`src/rtl/ifd_pkg.sv`:
```
// shared constants and types for the instruction format decoder
package ifd_pkg;

    // ************************************************************
    // instruction set size and word layout
    // ************************************************************
    localparam int          N_BASE_INSTR   = 75;
    localparam int          N_EXT_INSTR    = 8;
    localparam int          WORD_W         = 16;
    localparam int          N_TWO_WORD     = 4;
    localparam logic [3:0]  WORD2_MARK     = 4'hF;
    localparam int          Q_PER_CYCLE    = 4;
    localparam logic [7:0]  ACCESS_SPLIT   = 8'h80;
    localparam logic [3:0]  ACCESS_HI_BANK = 4'hF;
    localparam logic [3:0]  ACCESS_LO_BANK = 4'h0;

    // ************************************************************
    // opcode match values, compared against the upper word bits except OP_RETLW, which is compared against bits 10:8
    // ************************************************************
    localparam logic [7:0]  OP_MISC    = 8'h00;
    localparam logic [11:0] OP_MOVLB   = 12'h010;
    localparam logic [4:0]  OP_LIT8    = 5'h01;
    localparam logic [2:0]  OP_RETLW   = 3'h4;
    localparam logic [6:0]  OP_MULWF   = 7'h01;
    localparam logic [5:0]  OP_DECF    = 6'h01;
    localparam logic [5:0]  OP_DECFSZ  = 6'h0B;
    localparam logic [5:0]  OP_INCFSZ  = 6'h0F;
    localparam logic [5:0]  OP_DCFSNZ  = 6'h13;
    localparam logic [5:0]  OP_INFSNZ  = 6'h12;
    localparam logic [4:0]  OP_CPFS    = 5'h0C;
    localparam logic [3:0]  OP_BYTE6   = 4'h6;
    localparam logic [3:0]  OP_BIT_LO  = 4'h7;
    localparam logic [3:0]  OP_BIT_HI  = 4'hB;
    localparam logic [3:0]  OP_BTFSS   = 4'hA;
    localparam logic [3:0]  OP_MOVFF   = 4'hC;
    localparam logic [3:0]  OP_BRA     = 4'hD;
    localparam logic [4:0]  OP_BCOND   = 5'h1C;
    localparam logic [6:0]  OP_CALL    = 7'h76;
    localparam logic [9:0]  OP_LFSR    = 10'h3B8;
    localparam logic [7:0]  OP_GOTO    = 8'hEF;
    localparam logic [6:0]  OP_XFSR    = 7'h74;
    localparam logic [7:0]  OP_PUSHL   = 8'hEA;
    localparam logic [7:0]  OP_MOVSX   = 8'hEB;
    localparam logic [15:0] OP_CALLW   = 16'h0014;
    localparam logic [14:0] OP_RETFIE  = 15'h0008;
    localparam logic [14:0] OP_RETURN  = 15'h0009;
    localparam logic [15:0] OP_RESET   = 16'h00FF;
    localparam logic [12:0] OP_TBL     = 13'h0001;

    // ************************************************************
    // types
    // ************************************************************
    typedef enum logic [2:0] {
        CLS_NOP, CLS_BYTE, CLS_BIT, CLS_LIT, CLS_CTRL, CLS_EXT
    } ifd_cls_t;

    typedef struct packed {
        ifd_cls_t    cls;
        logic [7:0]  f;
        logic        d;
        logic        has_d;
        logic        a;
        logic [2:0]  b;
        logic [7:0]  k;
        logic [1:0]  file_select_pointer;
        logic        s;
        logic [1:0]  m;
        logic [19:0] n;
        logic        two_word;
        logic        cond;
        logic        pc_chg;
        logic        extra;
    } ifd_dec_t;

endpackage : ifd_pkg

```
`src/rtl/ifd_core.sv`:
```
// instruction word decoder and instruction-cycle sequencer
// Operation
// - recognise 75 base instructions plus 8 extended-set instructions
// - every instruction is one 16-bit word except four base double-word ones and m_movsx when the extended set is on
// - split each single word into opcode and operand fields
// - byte instructions carry file number, destination and access selector
// - destination zero writes working register, one writes the file register
// - bit instructions carry file number, bit number and access selector
// - literal instructions carry a literal, a pointer select, or nothing
// - control instructions carry address, call/return mode, table mode or nothing
// - second word has top four bits ones and alone executes as no-op
// - single word takes one cycle, two when taken, changing program counter or a table operation
// - double-word instructions take two instruction cycles
// - one instruction cycle spans four oscillator periods
// - access selector zero uses access bank, one uses bank select register
`timescale 1ns/1ps
module ifd_core
    import ifd_pkg::*;
(
    input  wire logic        clk_sys,
    input  wire logic        rst_n,
    input  wire logic [15:0] instr_word,
    input  wire logic        instr_valid,
    input  wire logic        cond_true,
    input  wire logic        ext_enable,
    input  wire logic [3:0]  bank_select_register,
    output logic             instr_ack,
    output logic [1:0]       q_phase,
    output logic             issue_q,
    output logic             nop_cycle_q,
    output ifd_dec_t         dec_q,
    output logic [11:0]      eff_addr_q,
    output logic             to_working_register_q,
    output logic             to_file_q,
    output logic [1:0]       ins_cycles_q,
    output logic             word2_bad_q
);

    // ************************************************************
    // instruction cycle framing
    // ************************************************************
    logic cyc_start;

    ifd_qphase #(.PHASES(Q_PER_CYCLE)) u_qphase (
        .clk_sys   (clk_sys),
        .rst_n     (rst_n),
        .q_phase   (q_phase),
        .cyc_start (cyc_start)
    );

    // ************************************************************
    // opcode field matches
    // ************************************************************
    logic [15:0] w;
    logic [3:0]  hi4;

    assign w   = instr_word;
    assign hi4 = w[15:12];

    logic m_misc, m_movlb, m_lit8, m_retlw, m_mulwf, m_decf;
    logic m_byte, m_byte6, m_bcond_skip, m_bit, m_bit_skip;
    logic m_movff, m_bra, m_bcond, m_call, m_lfsr, m_goto;
    logic m_xfsr, m_pushl, m_movsx, m_callw, m_ext;
    logic m_ret, m_reset, m_tbl, m_word2;

    assign m_misc   = (w[15:8] == OP_MISC);
    assign m_movlb  = (w[15:4] == OP_MOVLB);
    assign m_lit8   = (w[15:11] == OP_LIT8);
    assign m_retlw  = m_lit8 && (w[10:8] == OP_RETLW);
    assign m_mulwf  = (w[15:9] == OP_MULWF);
    assign m_decf   = (w[15:10] == OP_DECF);
    assign m_byte6  = (hi4 == OP_BYTE6);
    assign m_byte   = m_mulwf || m_decf || m_byte6
                    || (hi4 != 4'h0 && hi4 < OP_BYTE6);
    assign m_bcond_skip = (w[15:10] == OP_DECFSZ) || (w[15:10] == OP_INCFSZ)
                        || (w[15:10] == OP_DCFSNZ) || (w[15:10] == OP_INFSNZ)
                        || (w[15:11] == OP_CPFS);
    assign m_bit    = (hi4 >= OP_BIT_LO) && (hi4 <= OP_BIT_HI);
    assign m_bit_skip = m_bit && (hi4 >= OP_BTFSS);
    assign m_movff  = (hi4 == OP_MOVFF);
    assign m_bra    = (hi4 == OP_BRA);
    assign m_bcond  = (w[15:11] == OP_BCOND);
    assign m_call   = (w[15:9] == OP_CALL);
    assign m_lfsr   = (w[15:6] == OP_LFSR);
    assign m_goto   = (w[15:8] == OP_GOTO);
    assign m_xfsr   = (w[15:9] == OP_XFSR);
    assign m_pushl  = (w[15:8] == OP_PUSHL);
    assign m_movsx  = (w[15:8] == OP_MOVSX);
    assign m_callw  = (w == OP_CALLW);
    // extended opcodes fall back to no-op while the extended set is off
    assign m_ext    = ext_enable && (m_xfsr || m_pushl || m_movsx || m_callw);
    assign m_ret    = (w[15:1] == OP_RETFIE) || (w[15:1] == OP_RETURN);
    assign m_reset  = (w == OP_RESET);
    assign m_tbl    = (w[15:3] == OP_TBL);
    // a lone second word decodes to nothing at all
    assign m_word2  = (hi4 == WORD2_MARK);

    // ************************************************************
    // class and operand extraction
    // ************************************************************
    ifd_dec_t dw;
    logic     lone_ctrl;

    assign lone_ctrl = m_misc && !m_callw;

    assign dw.cls = m_word2 ? CLS_NOP :
                    m_ext   ? CLS_EXT :
                    (m_lit8 || m_movlb || m_lfsr) ? CLS_LIT :
                    (m_bra || m_bcond || m_call || m_goto || lone_ctrl) ? CLS_CTRL :
                    (m_bit) ? CLS_BIT :
                    (m_byte || m_movff) ? CLS_BYTE :
                    CLS_NOP;
    assign dw.f     = w[7:0];
    assign dw.d     = w[9];
    assign dw.has_d = m_byte && !m_byte6 && !m_mulwf;
    assign dw.a     = w[8];
    assign dw.b     = w[11:9];
    assign dw.k     = m_xfsr ? {2'h0, w[5:0]} : (m_lfsr ? {4'h0, w[3:0]} : w[7:0]);
    assign dw.file_select_pointer   = m_xfsr ? w[7:6] : w[5:4];
    // call carries its mode in bit 8, return and the stack returns in bit 0
    assign dw.s     = m_call ? w[8] : w[0];
    assign dw.m     = w[1:0];
    assign dw.n     = m_bra ? {9'h000, w[10:0]} : {12'h000, w[7:0]};
    assign dw.two_word = !m_word2 && (m_movff || m_call || m_lfsr || m_goto
                       || (m_ext && m_movsx));
    assign dw.cond   = !m_word2 && (m_bcond || m_bit_skip || (m_byte && m_bcond_skip));
    assign dw.pc_chg = !m_word2 && (m_bra || m_ret || m_reset || m_retlw
                     || (m_ext && m_callw) || m_call || m_goto);
    assign dw.extra  = m_tbl;

    // ************************************************************
    // cycle sequencer
    // ************************************************************
    typedef enum logic [1:0] { ST_FIRST, ST_WORD2 } ifd_st_t;

    ifd_st_t  st_q, st_d;
    ifd_dec_t hold_q, hold_d;
    logic     flush_q, flush_d;
    logic     pend_q, pend_d;
    logic     take;
    logic     flush_now;
    logic     go_word2;
    logic     issue_d;
    ifd_dec_t out_d;

    assign instr_ack = take;
    assign take      = cyc_start && instr_valid;
    // a taken test squashes the word fetched in the following cycle
    assign flush_now = flush_q || (pend_q && cond_true);
    assign go_word2  = (st_q == ST_FIRST) && take && !flush_now && dw.two_word;

    always_comb begin
        st_d    = st_q;
        hold_d  = hold_q;
        flush_d = flush_q;
        pend_d  = pend_q;
        issue_d = 1'b0;
        out_d   = dw;
        if (cyc_start) begin
            flush_d = 1'b0;
            pend_d  = 1'b0;
            case (st_q)
                ST_FIRST: begin
                    if (take && !flush_now) begin
                        if (dw.two_word) begin
                            hold_d = dw;
                            st_d   = ST_WORD2;
                        end else begin
                            // undecoded and lone second words only show as a no-op cycle
                            issue_d = (dw.cls != CLS_NOP);
                            // single-word jumps cost one extra dead cycle
                            flush_d = dw.pc_chg || dw.extra;
                            pend_d  = dw.cond;
                        end
                    end
                end
                ST_WORD2: begin
                    if (take) begin
                        issue_d = 1'b1;
                        out_d   = hold_q;
                        out_d.n = {w[11:0], hold_q.n[7:0]};
                        if (hold_q.cls == CLS_LIT) begin
                            out_d.k = w[7:0];
                        end
                        // the second word itself is the dead cycle of a jump
                        st_d    = ST_FIRST;
                    end
                end
                default: begin
                    st_d = ST_FIRST;
                end
            endcase
        end
    end

    // ************************************************************
    // destination and bank selection
    // ************************************************************
    logic [11:0] eff_d;
    logic        access_lo;

    assign access_lo = (out_d.f < ACCESS_SPLIT);
    assign eff_d = out_d.a ? {bank_select_register, out_d.f} :
                   {(access_lo ? ACCESS_LO_BANK : ACCESS_HI_BANK), out_d.f};

    logic       working_register_d;
    logic       file_d;
    logic [1:0] cyc_d;
    logic       bad_d;
    logic       nop_d;

    assign working_register_d = issue_d && out_d.has_d && !out_d.d;
    assign file_d = issue_d && out_d.has_d && out_d.d;
    assign cyc_d  = (out_d.two_word || out_d.pc_chg || out_d.extra) ? 2'h2 : 2'h1;
    // skip over a double word: first word flushed, orphan second word is a no-op
    assign nop_d  = cyc_start && (flush_now || !instr_valid
                  || ((st_q == ST_FIRST) && dw.cls == CLS_NOP));
    assign bad_d  = cyc_start && (st_q == ST_WORD2) && take && (hi4 != WORD2_MARK);

    // ************************************************************
    // registers
    // ************************************************************
    always_ff @(posedge clk_sys or negedge rst_n) begin
        if (!rst_n) begin
            st_q    <= ST_FIRST;
            hold_q  <= '0;
            flush_q <= 1'b0;
            pend_q  <= 1'b0;
        end else begin
            st_q    <= st_d;
            hold_q  <= hold_d;
            flush_q <= flush_d;
            pend_q  <= pend_d;
        end
    end

    always_ff @(posedge clk_sys or negedge rst_n) begin
        if (!rst_n) begin
            issue_q               <= 1'b0;
            nop_cycle_q           <= 1'b0;
            dec_q                 <= '0;
            eff_addr_q            <= 12'h000;
            to_working_register_q <= 1'b0;
            to_file_q             <= 1'b0;
            ins_cycles_q          <= 2'h0;
            word2_bad_q           <= 1'b0;
        end else begin
            issue_q               <= issue_d;
            nop_cycle_q           <= nop_d && !go_word2;
            to_working_register_q <= working_register_d;
            to_file_q             <= file_d;
            word2_bad_q           <= bad_d;
            if (issue_d) begin
                dec_q        <= out_d;
                eff_addr_q   <= eff_d;
                ins_cycles_q <= cyc_d;
            end
        end
    end

endmodule : ifd_core

```
`src/rtl/ifd_qphase.sv`:
```
// oscillator-period phase counter that frames each instruction cycle
`timescale 1ns/1ps
module ifd_qphase
    import ifd_pkg::*;
#(
    parameter int PHASES = Q_PER_CYCLE
) (
    input  wire logic       clk_sys,
    input  wire logic       rst_n,
    output logic [1:0]      q_phase,
    output logic            cyc_start
);

    // ************************************************************
    // elaboration check
    // ************************************************************
    if (PHASES != 4) begin : g_bad
        $error("ifd_qphase: phase counter serves exactly four phases");
    end

    logic [1:0] q_q;
    logic [1:0] q_d;

    assign q_d       = q_q + 2'h1;
    assign q_phase   = q_q;
    assign cyc_start = (q_q == 2'h0);

    always_ff @(posedge clk_sys or negedge rst_n) begin
        if (!rst_n) begin
            q_q <= 2'h0;
        end else begin
            q_q <= q_d;
        end
    end

endmodule : ifd_qphase
```
`config.mk`:
```
export PLATFORM = sky130hd
export DESIGN_NAME = ifd_core
export DESIGN_NICKNAME = d
export VERILOG_FILES = /design/src/rtl/ifd_pkg.sv /design/src/rtl/ifd_core.sv /design/src/rtl/ifd_qphase.sv
export SDC_FILE = /design/constraint.sdc
export NUM_CORES = 1
export LEC_CHECK = 0
export BUFFER_PORTS_ARGS = -buffer_cell sky130_fd_sc_hd__buf_4
export CAP_MARGIN = 20
export CORE_MARGIN = 5
export CORE_UTILIZATION = 35
export CTS_CLUSTER_SIZE = 25
export DETAILED_ROUTE_END_ITERATION = 8
export GPL_ROUTABILITY_DRIVEN = 0
export SLEW_MARGIN = 15
export SYNTH_ARGS = -nofsm -noshare
export SYNTH_HDL_FRONTEND = slang
export SYNTH_SLANG_ARGS = --single-unit
```
`constraint.sdc`:
```
create_clock -name clk_sys -period 7.3 [get_ports clk_sys]
set_input_delay 0 -clock clk_sys [delete_from_list [all_inputs] [get_ports clk_sys]]
set_output_delay 0 -clock clk_sys [all_outputs]
set_load 0.01 [all_outputs]
```
* Yosys cells after proc, flatten, opt, wreduce, memory -nomap -nowiden
Index checks and enable logic that the tools add are counted.
** Storage, ports and cells
- Register bits after elaboration :: 121
- Input port bits :: 25
- Output and inout bits :: 76
** Cells by class
- $add $sub $neg :: 1
- Order comparisons :: 5
- Equal/unequal tests :: 32
- Muxes and demuxes :: 33
- Reduce and logical (&&, ||, !) cells :: 81
** Operators with widths (count)
- 2-to-1 mux 54 bit :: 3
- logical OR 1 bit :: 36
- equality test 15 x 4 -> 1 bit (second input constant) :: 2
- logical AND 1 bit :: 29
- equality test 8 bit (second input constant) :: 3
- 2-to-1 mux 8 bit :: 3
- equality test 16 x 5 -> 1 bit (second input constant) :: 1
- equality test 16 x 8 -> 1 bit (second input constant) :: 1
- equality test 7 bit (second input constant) :: 2
- equality test 13 x 1 -> 1 bit (second input constant) :: 1
- equality test 12 x 5 -> 1 bit (second input constant) :: 1
- equality test 4 bit (second input constant) :: 3
- equality test 6 x 4 -> 1 bit (second input constant) :: 2
- equality test 6 x 5 -> 1 bit (second input constant) :: 2
- 2-to-1 mux 1 bit :: 12
- 2-to-1 mux 12 bit :: 1
- 2-to-1 mux 2 bit :: 6
- 2-to-1 mux 3 bit :: 4
- 2-to-1 mux 11 bit :: 1
- equality test 10 bit (second input constant) :: 1
- logical NOT 1 bit :: 8
- logical NOT 8 bit :: 1
- < comparator 8 bit (second input constant) :: 1
- AND reduction 4 bit :: 2
- other kinds (23) :: 26

* Longest topological paths before layout
- Depth after elaboration :: 18
- Depth in mapped cells :: 10

* Hierarchy
From an unflattened synthesis, not the netlist that was laid out.
** Second synthesis, totals
- Cell total of the unflattened synthesis :: 433
- Area, all modules :: 4325.4 um^2
** By module, submodules not included
- ifd_core :: times used 1, cells an instance 428, area each 4255.3 um^2
- ifd_qphase :: times used 1, cells an instance 5, area each 70.1 um^2

* Worst setup path before layout
Ideal clock, no wire load.
- Path type :: input port to flip-flop
- Start point :: in instr_word[12]
- End point :: reg dec_q[37] (netlist name)
- Data arrival time :: 2.286 ns
- Required time :: 7.175 ns
- Setup slack :: 4.889 ns
- Cell stages on the path :: 9
- Path through :: buf_4 -> or4_1 -> or4_1 -> o22ai_1 -> o41ai_4 -> inv_2 -> buf_6 -> buf_6 -> mux2_4
** Between the ends
- Word-level cells in the longest chain between the ends :: 16
** Ends and longest elaborated chain
- start, declared :: line ifd_core.sv:22 : input wire logic [15:0] instr_word,
- branches (longest 12 deep; another with < comparator 4 x 3 -> 1 bit)
- 2-to-1 mux 1 bit (*) :: line ifd_core.sv:165 : if (dw.two_word) begin
- 2-to-1 mux 1 bit (*) :: line ifd_core.sv:164 : if (take && !flush_now) begin
- case mux 1 bit (2 select lines) (*) :: line ifd_core.sv:162 : case (st_q)
- 2-to-1 mux 1 bit (*) :: line ifd_core.sv:159 : if (cyc_start) begin
- net issue_d :: line ifd_core.sv:143 : logic issue_d;
- end signal, assigned :: line ifd_core.sv:254 : dec_q <= out_d;
- end, declared :: line ifd_core.sv:31 : output ifd_dec_t dec_q,
Mark *: on every way through the listed nets, which the timed path passes.
A chain may end at the register's enable or synchronous reset.

* Worst setup path after layout
- Start point :: reg u_qphase.q_q[0] (netlist: u_qphase.q_phase[0])
- End point :: reg dec_q[2] (netlist name)
** Between the ends
- Word-level cells in the longest chain between the ends :: 6
** Ends and longest elaborated chain
- start, declared :: line ifd_qphase.sv:21 : logic [1:0] q_q;
- start signal, assigned :: line ifd_qphase.sv:32 : q_q <= q_d;
- logical NOT 2 bit (*) :: line ifd_qphase.sv:26 : assign cyc_start = (q_q == 2'h0);
- logical AND 1 bit :: line ifd_core.sv:147 : assign take = cyc_start && instr_valid;
- logical AND 1 bit :: line ifd_core.sv:164
- 2-to-1 mux 1 bit :: line ifd_core.sv:164
- case mux 1 bit (2 select lines) :: line ifd_core.sv:162
- 2-to-1 mux 1 bit :: line ifd_core.sv:159
Every way passes the cells marked *; elsewhere a longest branch is shown, timed or not.

==> out/qor.yml <==
run_status:
  status: "finished clean"
timing:
  worst_slew_pin_slew_ns: 0.912
  fin_setup_tns_ns: 0
  period_share_pct: 46.0
  max_clock_freq_mhz: 298
  hold_viol: 0
  fin_skew_ns: 0.00762
  slew_viol_final: 0
  fin_ws_ns: 3.94
  slew_headroom_pct: 39.2
  setup_viol: 0
  grt_setup_unrepaired: "no"
  post-route-min-period_ns: 3.36
setup_path:
  r2r-end: "dec_q[2]$_DFFE_PN0P_"
  cp.arrival_ns: 3.57
  cp_slowest_stage_delay_ns: 0.66
  path_cells: "inv_1 -> ha_1 -> nand3_1 -> o21ai_0 -> o41ai_4 -> buf_4 -> inv_2 -> mux2_2"
  start_kind: "flop"
  crit_required_ns: 7.52
  worstRegToRegCells: 8
  r2r_slack_ns: 3.94
  reg2reg_from: "u_qphase.q_phase[0]$_DFF_PN0_"
  cp-startpoint: "u_qphase.q_phase[0]$_DFF_PN0_"
  cp_slowest_cell: "inv_2"
  crit_end: "dec_q[2]$_DFFE_PN0P_"
  critPathBufInv: 3
  crit_cells: 8
  crit_family: "buffers and inverters"
  cp-end-kind: "flop"
  crit_type: "reg2reg"
  worstPathMaxFanout: 39
logic_synthesis:
  synth_top_family_by_area: "multiplexers"
  synth_xor_area_share_pct: 0.204
  synthCells: 414
  yosysUniqueCellTypes: 50
  synth-simple-area-share_pct: 13.3
  syn-cell-area_sq_um: 4300
  synth_adder_area_share_pct: 0.291
  synth_fp_nets: 440
  synth_compound_area_share_pct: 12.7
  ys_ff_latch: 86
  ys_seq_area_share_pct: 50.1
  synth_top_flop_cell: "dfrtp_1"
  muxShareOfSynthArea_pct: 14.9
  async_flop_share_pct: 100
  ys_warn_count: 0
  avgSynthCellArea_sq_um: 10.4
  synth_edf_count: 0
power_and_ir_drop:
  pwr-share-seq_pct: 43.4
  switching_share_pct: 27.0
  p_total_w: 0.00139
  internal_power_w: 0.00102
  power.switching_w: 0.000377
  p_clk_share_pct: 33.3
  pwr-share-comb_pct: 23.3
  peakVddDrop_mv: 0.115
  pwr_density_cell_nw_per_um2: 257
  p_leak_nw: 2.59
grt:
  met3_usage_pct: 3.46
  grt_max_degree: 87
  grt_usage_pct: 15.1
  antenna_found_initial: 0
  grt_use_met1_pct: 19.6
  grt_util_met2_pct: 24.9
  grt_first_pass_wirelength_microns: 17600
  overflow: 0
  grt.busiest_layer: "met2"
  first_global_vias: 3352
final_layout:
  syn2layout_area_growth_pct: 26.5
  diodes: 0
  nFillCells: 1144
  drive_above_1_share_pct: 35.8
  regArea_sq_um: 2150
  final_common_cell: "buf_4"
  layout_common_cells: "buf_4 (102), dfrtp_1 (86), nand2_1 (63)"
  multi_input_area_sq_um: 1790
  finalNetCount: 521
clock_network:
  cts_tree: "yes"
  root_buffer: "clkbuf_16"
  cts_num_sinks: 86
  numCtsBuffers: 9
  htreeDepth: 3
  path_clk_slew_ns: 0.06
  clk_latency_ns: 0.34
  cts_resized: 0
  clock_path_buffers: 2
floorplan:
  dieArea_sq_um: 14600
  design.core.area_sq_um: 12000
  initial_core_util_pct: 35.8
  fp.dieW_microns: 121
  num_io_pins: 101
  die_h_microns: 121
  core.rowCount: 40
routing:
  ant_nets: 0
  drc: 0
  via_per_inst: 5.14
  firstDrtPassIters: 4
  finalWirelength_microns: 10700
  drt_iter0_drc: 151
  avgRoutedWirePerCell_microns: 16.5
  num_vias: 3328
placement:
  dp_hpwl_microns: 7510
  dp_slack_ns: 3.93
  io_buffers: 100
job:
  maxCapViolCount: 0
worst_hold_path:
  hold_class: "in2reg"
[logic make-up after synthesis]
group           after synthesis
flops                        86
mux                          57
fa+ha+maj                     1
simple gates                120
compound gates               79
buf+inv                      70
xor+xnor                      1
[power groups by stage]
stage / logic [W] / registers, W / clock network [W]
after global routing: 0.000354 / 0.000617 / 0.000497
final: 0.000325 / 0.000605 / 0.000465
after CTS: 0.000331 / 0.000607 / 0.000478
after global placement: 0.000319 / 0.000612 / 0
after detailed placement: 0.000324 / 0.000614 / 0
after floorplan: 0.000152 / 0.000632 / 0
[metal layers]
metal,wire length [microns],part of all wire (%)
met2,5260,49
met4,102,0.96
met5,0,0
met1,4800,45
met3,504,4.7
[stage by stage]
step / instance area (sq um) / std cells / utilization, % / hold WS [ns]
2_1_floorplan: 4300 / 414 / - / -0.296
3_3_place_gp: 4980 / 617 / 41.4 / 0.263
4_1_cts: 5430 / 647 / 45.2 / 0.00592
3_5_place_dp: 4980 / 617 / 41.4 / 0.275
6_report: 5440 / 647 / 45.3 / 0.00730
5_1_grt: 5440 / 647 / 45.3 / 0.00138
[cell type report]
cell class | instances | share of cell area, %
sequential | 86 | 39.6
multi-input combinational | 258 | 32.9
timing repair buffer | 117 | 16.9
inverter | 23 | 1.59
tap | 147 | 3.38
clock inverter | 5 | 1.06
clock buffer | 11 | 4.65
[how the worst min path moves through the flow]
stage               slack (ns)  cells after the start      startpoint                    end
floorplan                -0.30                      0           rst_n   dec_q[0]$_DFFE_PN0P_
global placement          0.26                      1           rst_n    flush_q$_DFFE_PN0P_
global route             0.001                      2  instr_word[15]  word2_bad_q$_DFF_PN0_
detailed placement        0.28                      1           rst_n     pend_q$_DFFE_PN0P_
finish                   0.007                      2  instr_word[15]  word2_bad_q$_DFF_PN0_
CTS                      0.006                      2  instr_word[15]  word2_bad_q$_DFF_PN0_
[synthesized netlist by cell type, types with 2 or more instances]
library cell   n  area [sq um]
a211oi_1       3          22.5
a21o_1         3          22.5
a21oi_1        6          30.0
a22o_1        11          96.3
a31o_2         2          17.5
a31oi_1        4          25.0
and2_1         4          25.0
and3_1         2          12.5
buf_2          7          35.0
buf_4         21           158
buf_6          2          22.5
clkbuf_1      17          63.8
dfrtp_1       86          2150
inv_1         21          78.8
inv_2          2          7.51
mux2_2        45           507
mux2_4         3          45.0
mux2i_1        9          90.1
nand2_1       63           236
nand2b_1       2          12.5
nand3_1       10          50.1
nor2_1        11          41.3
nor2b_1        4          25.0
nor3_1         4          20.0
nor4_1         4          25.0
o21ai_0       36           180
o31ai_1        2          15.0
o41ai_1        2          17.5
or2_2          2          12.5
or4_1          6          45.0
[timing repair]
item,CTS,global route
setup buffers,0,0
hold buffers,14,0
endpoints found under the hold margin,104,0
[registers in the layout, summed over array words and instances, names as in the netlist]
| register | flops |
|---|---|
| flush_q | 1 |
| issue_q | 1 |
| to_file_q | 1 |
| u_qphase.q_phase | 2 |
| eff_addr_q | 4 |
| word2_bad_q | 1 |
| hold_q | 27 |
| nop_cycle_q | 1 |
| pend_q | 1 |
| dec_q | 43 |
| st_q | 1 |
| to_working_register_q | 1 |
| ins_cycles_q | 2 |
Power figures use the tool's default switching activity.
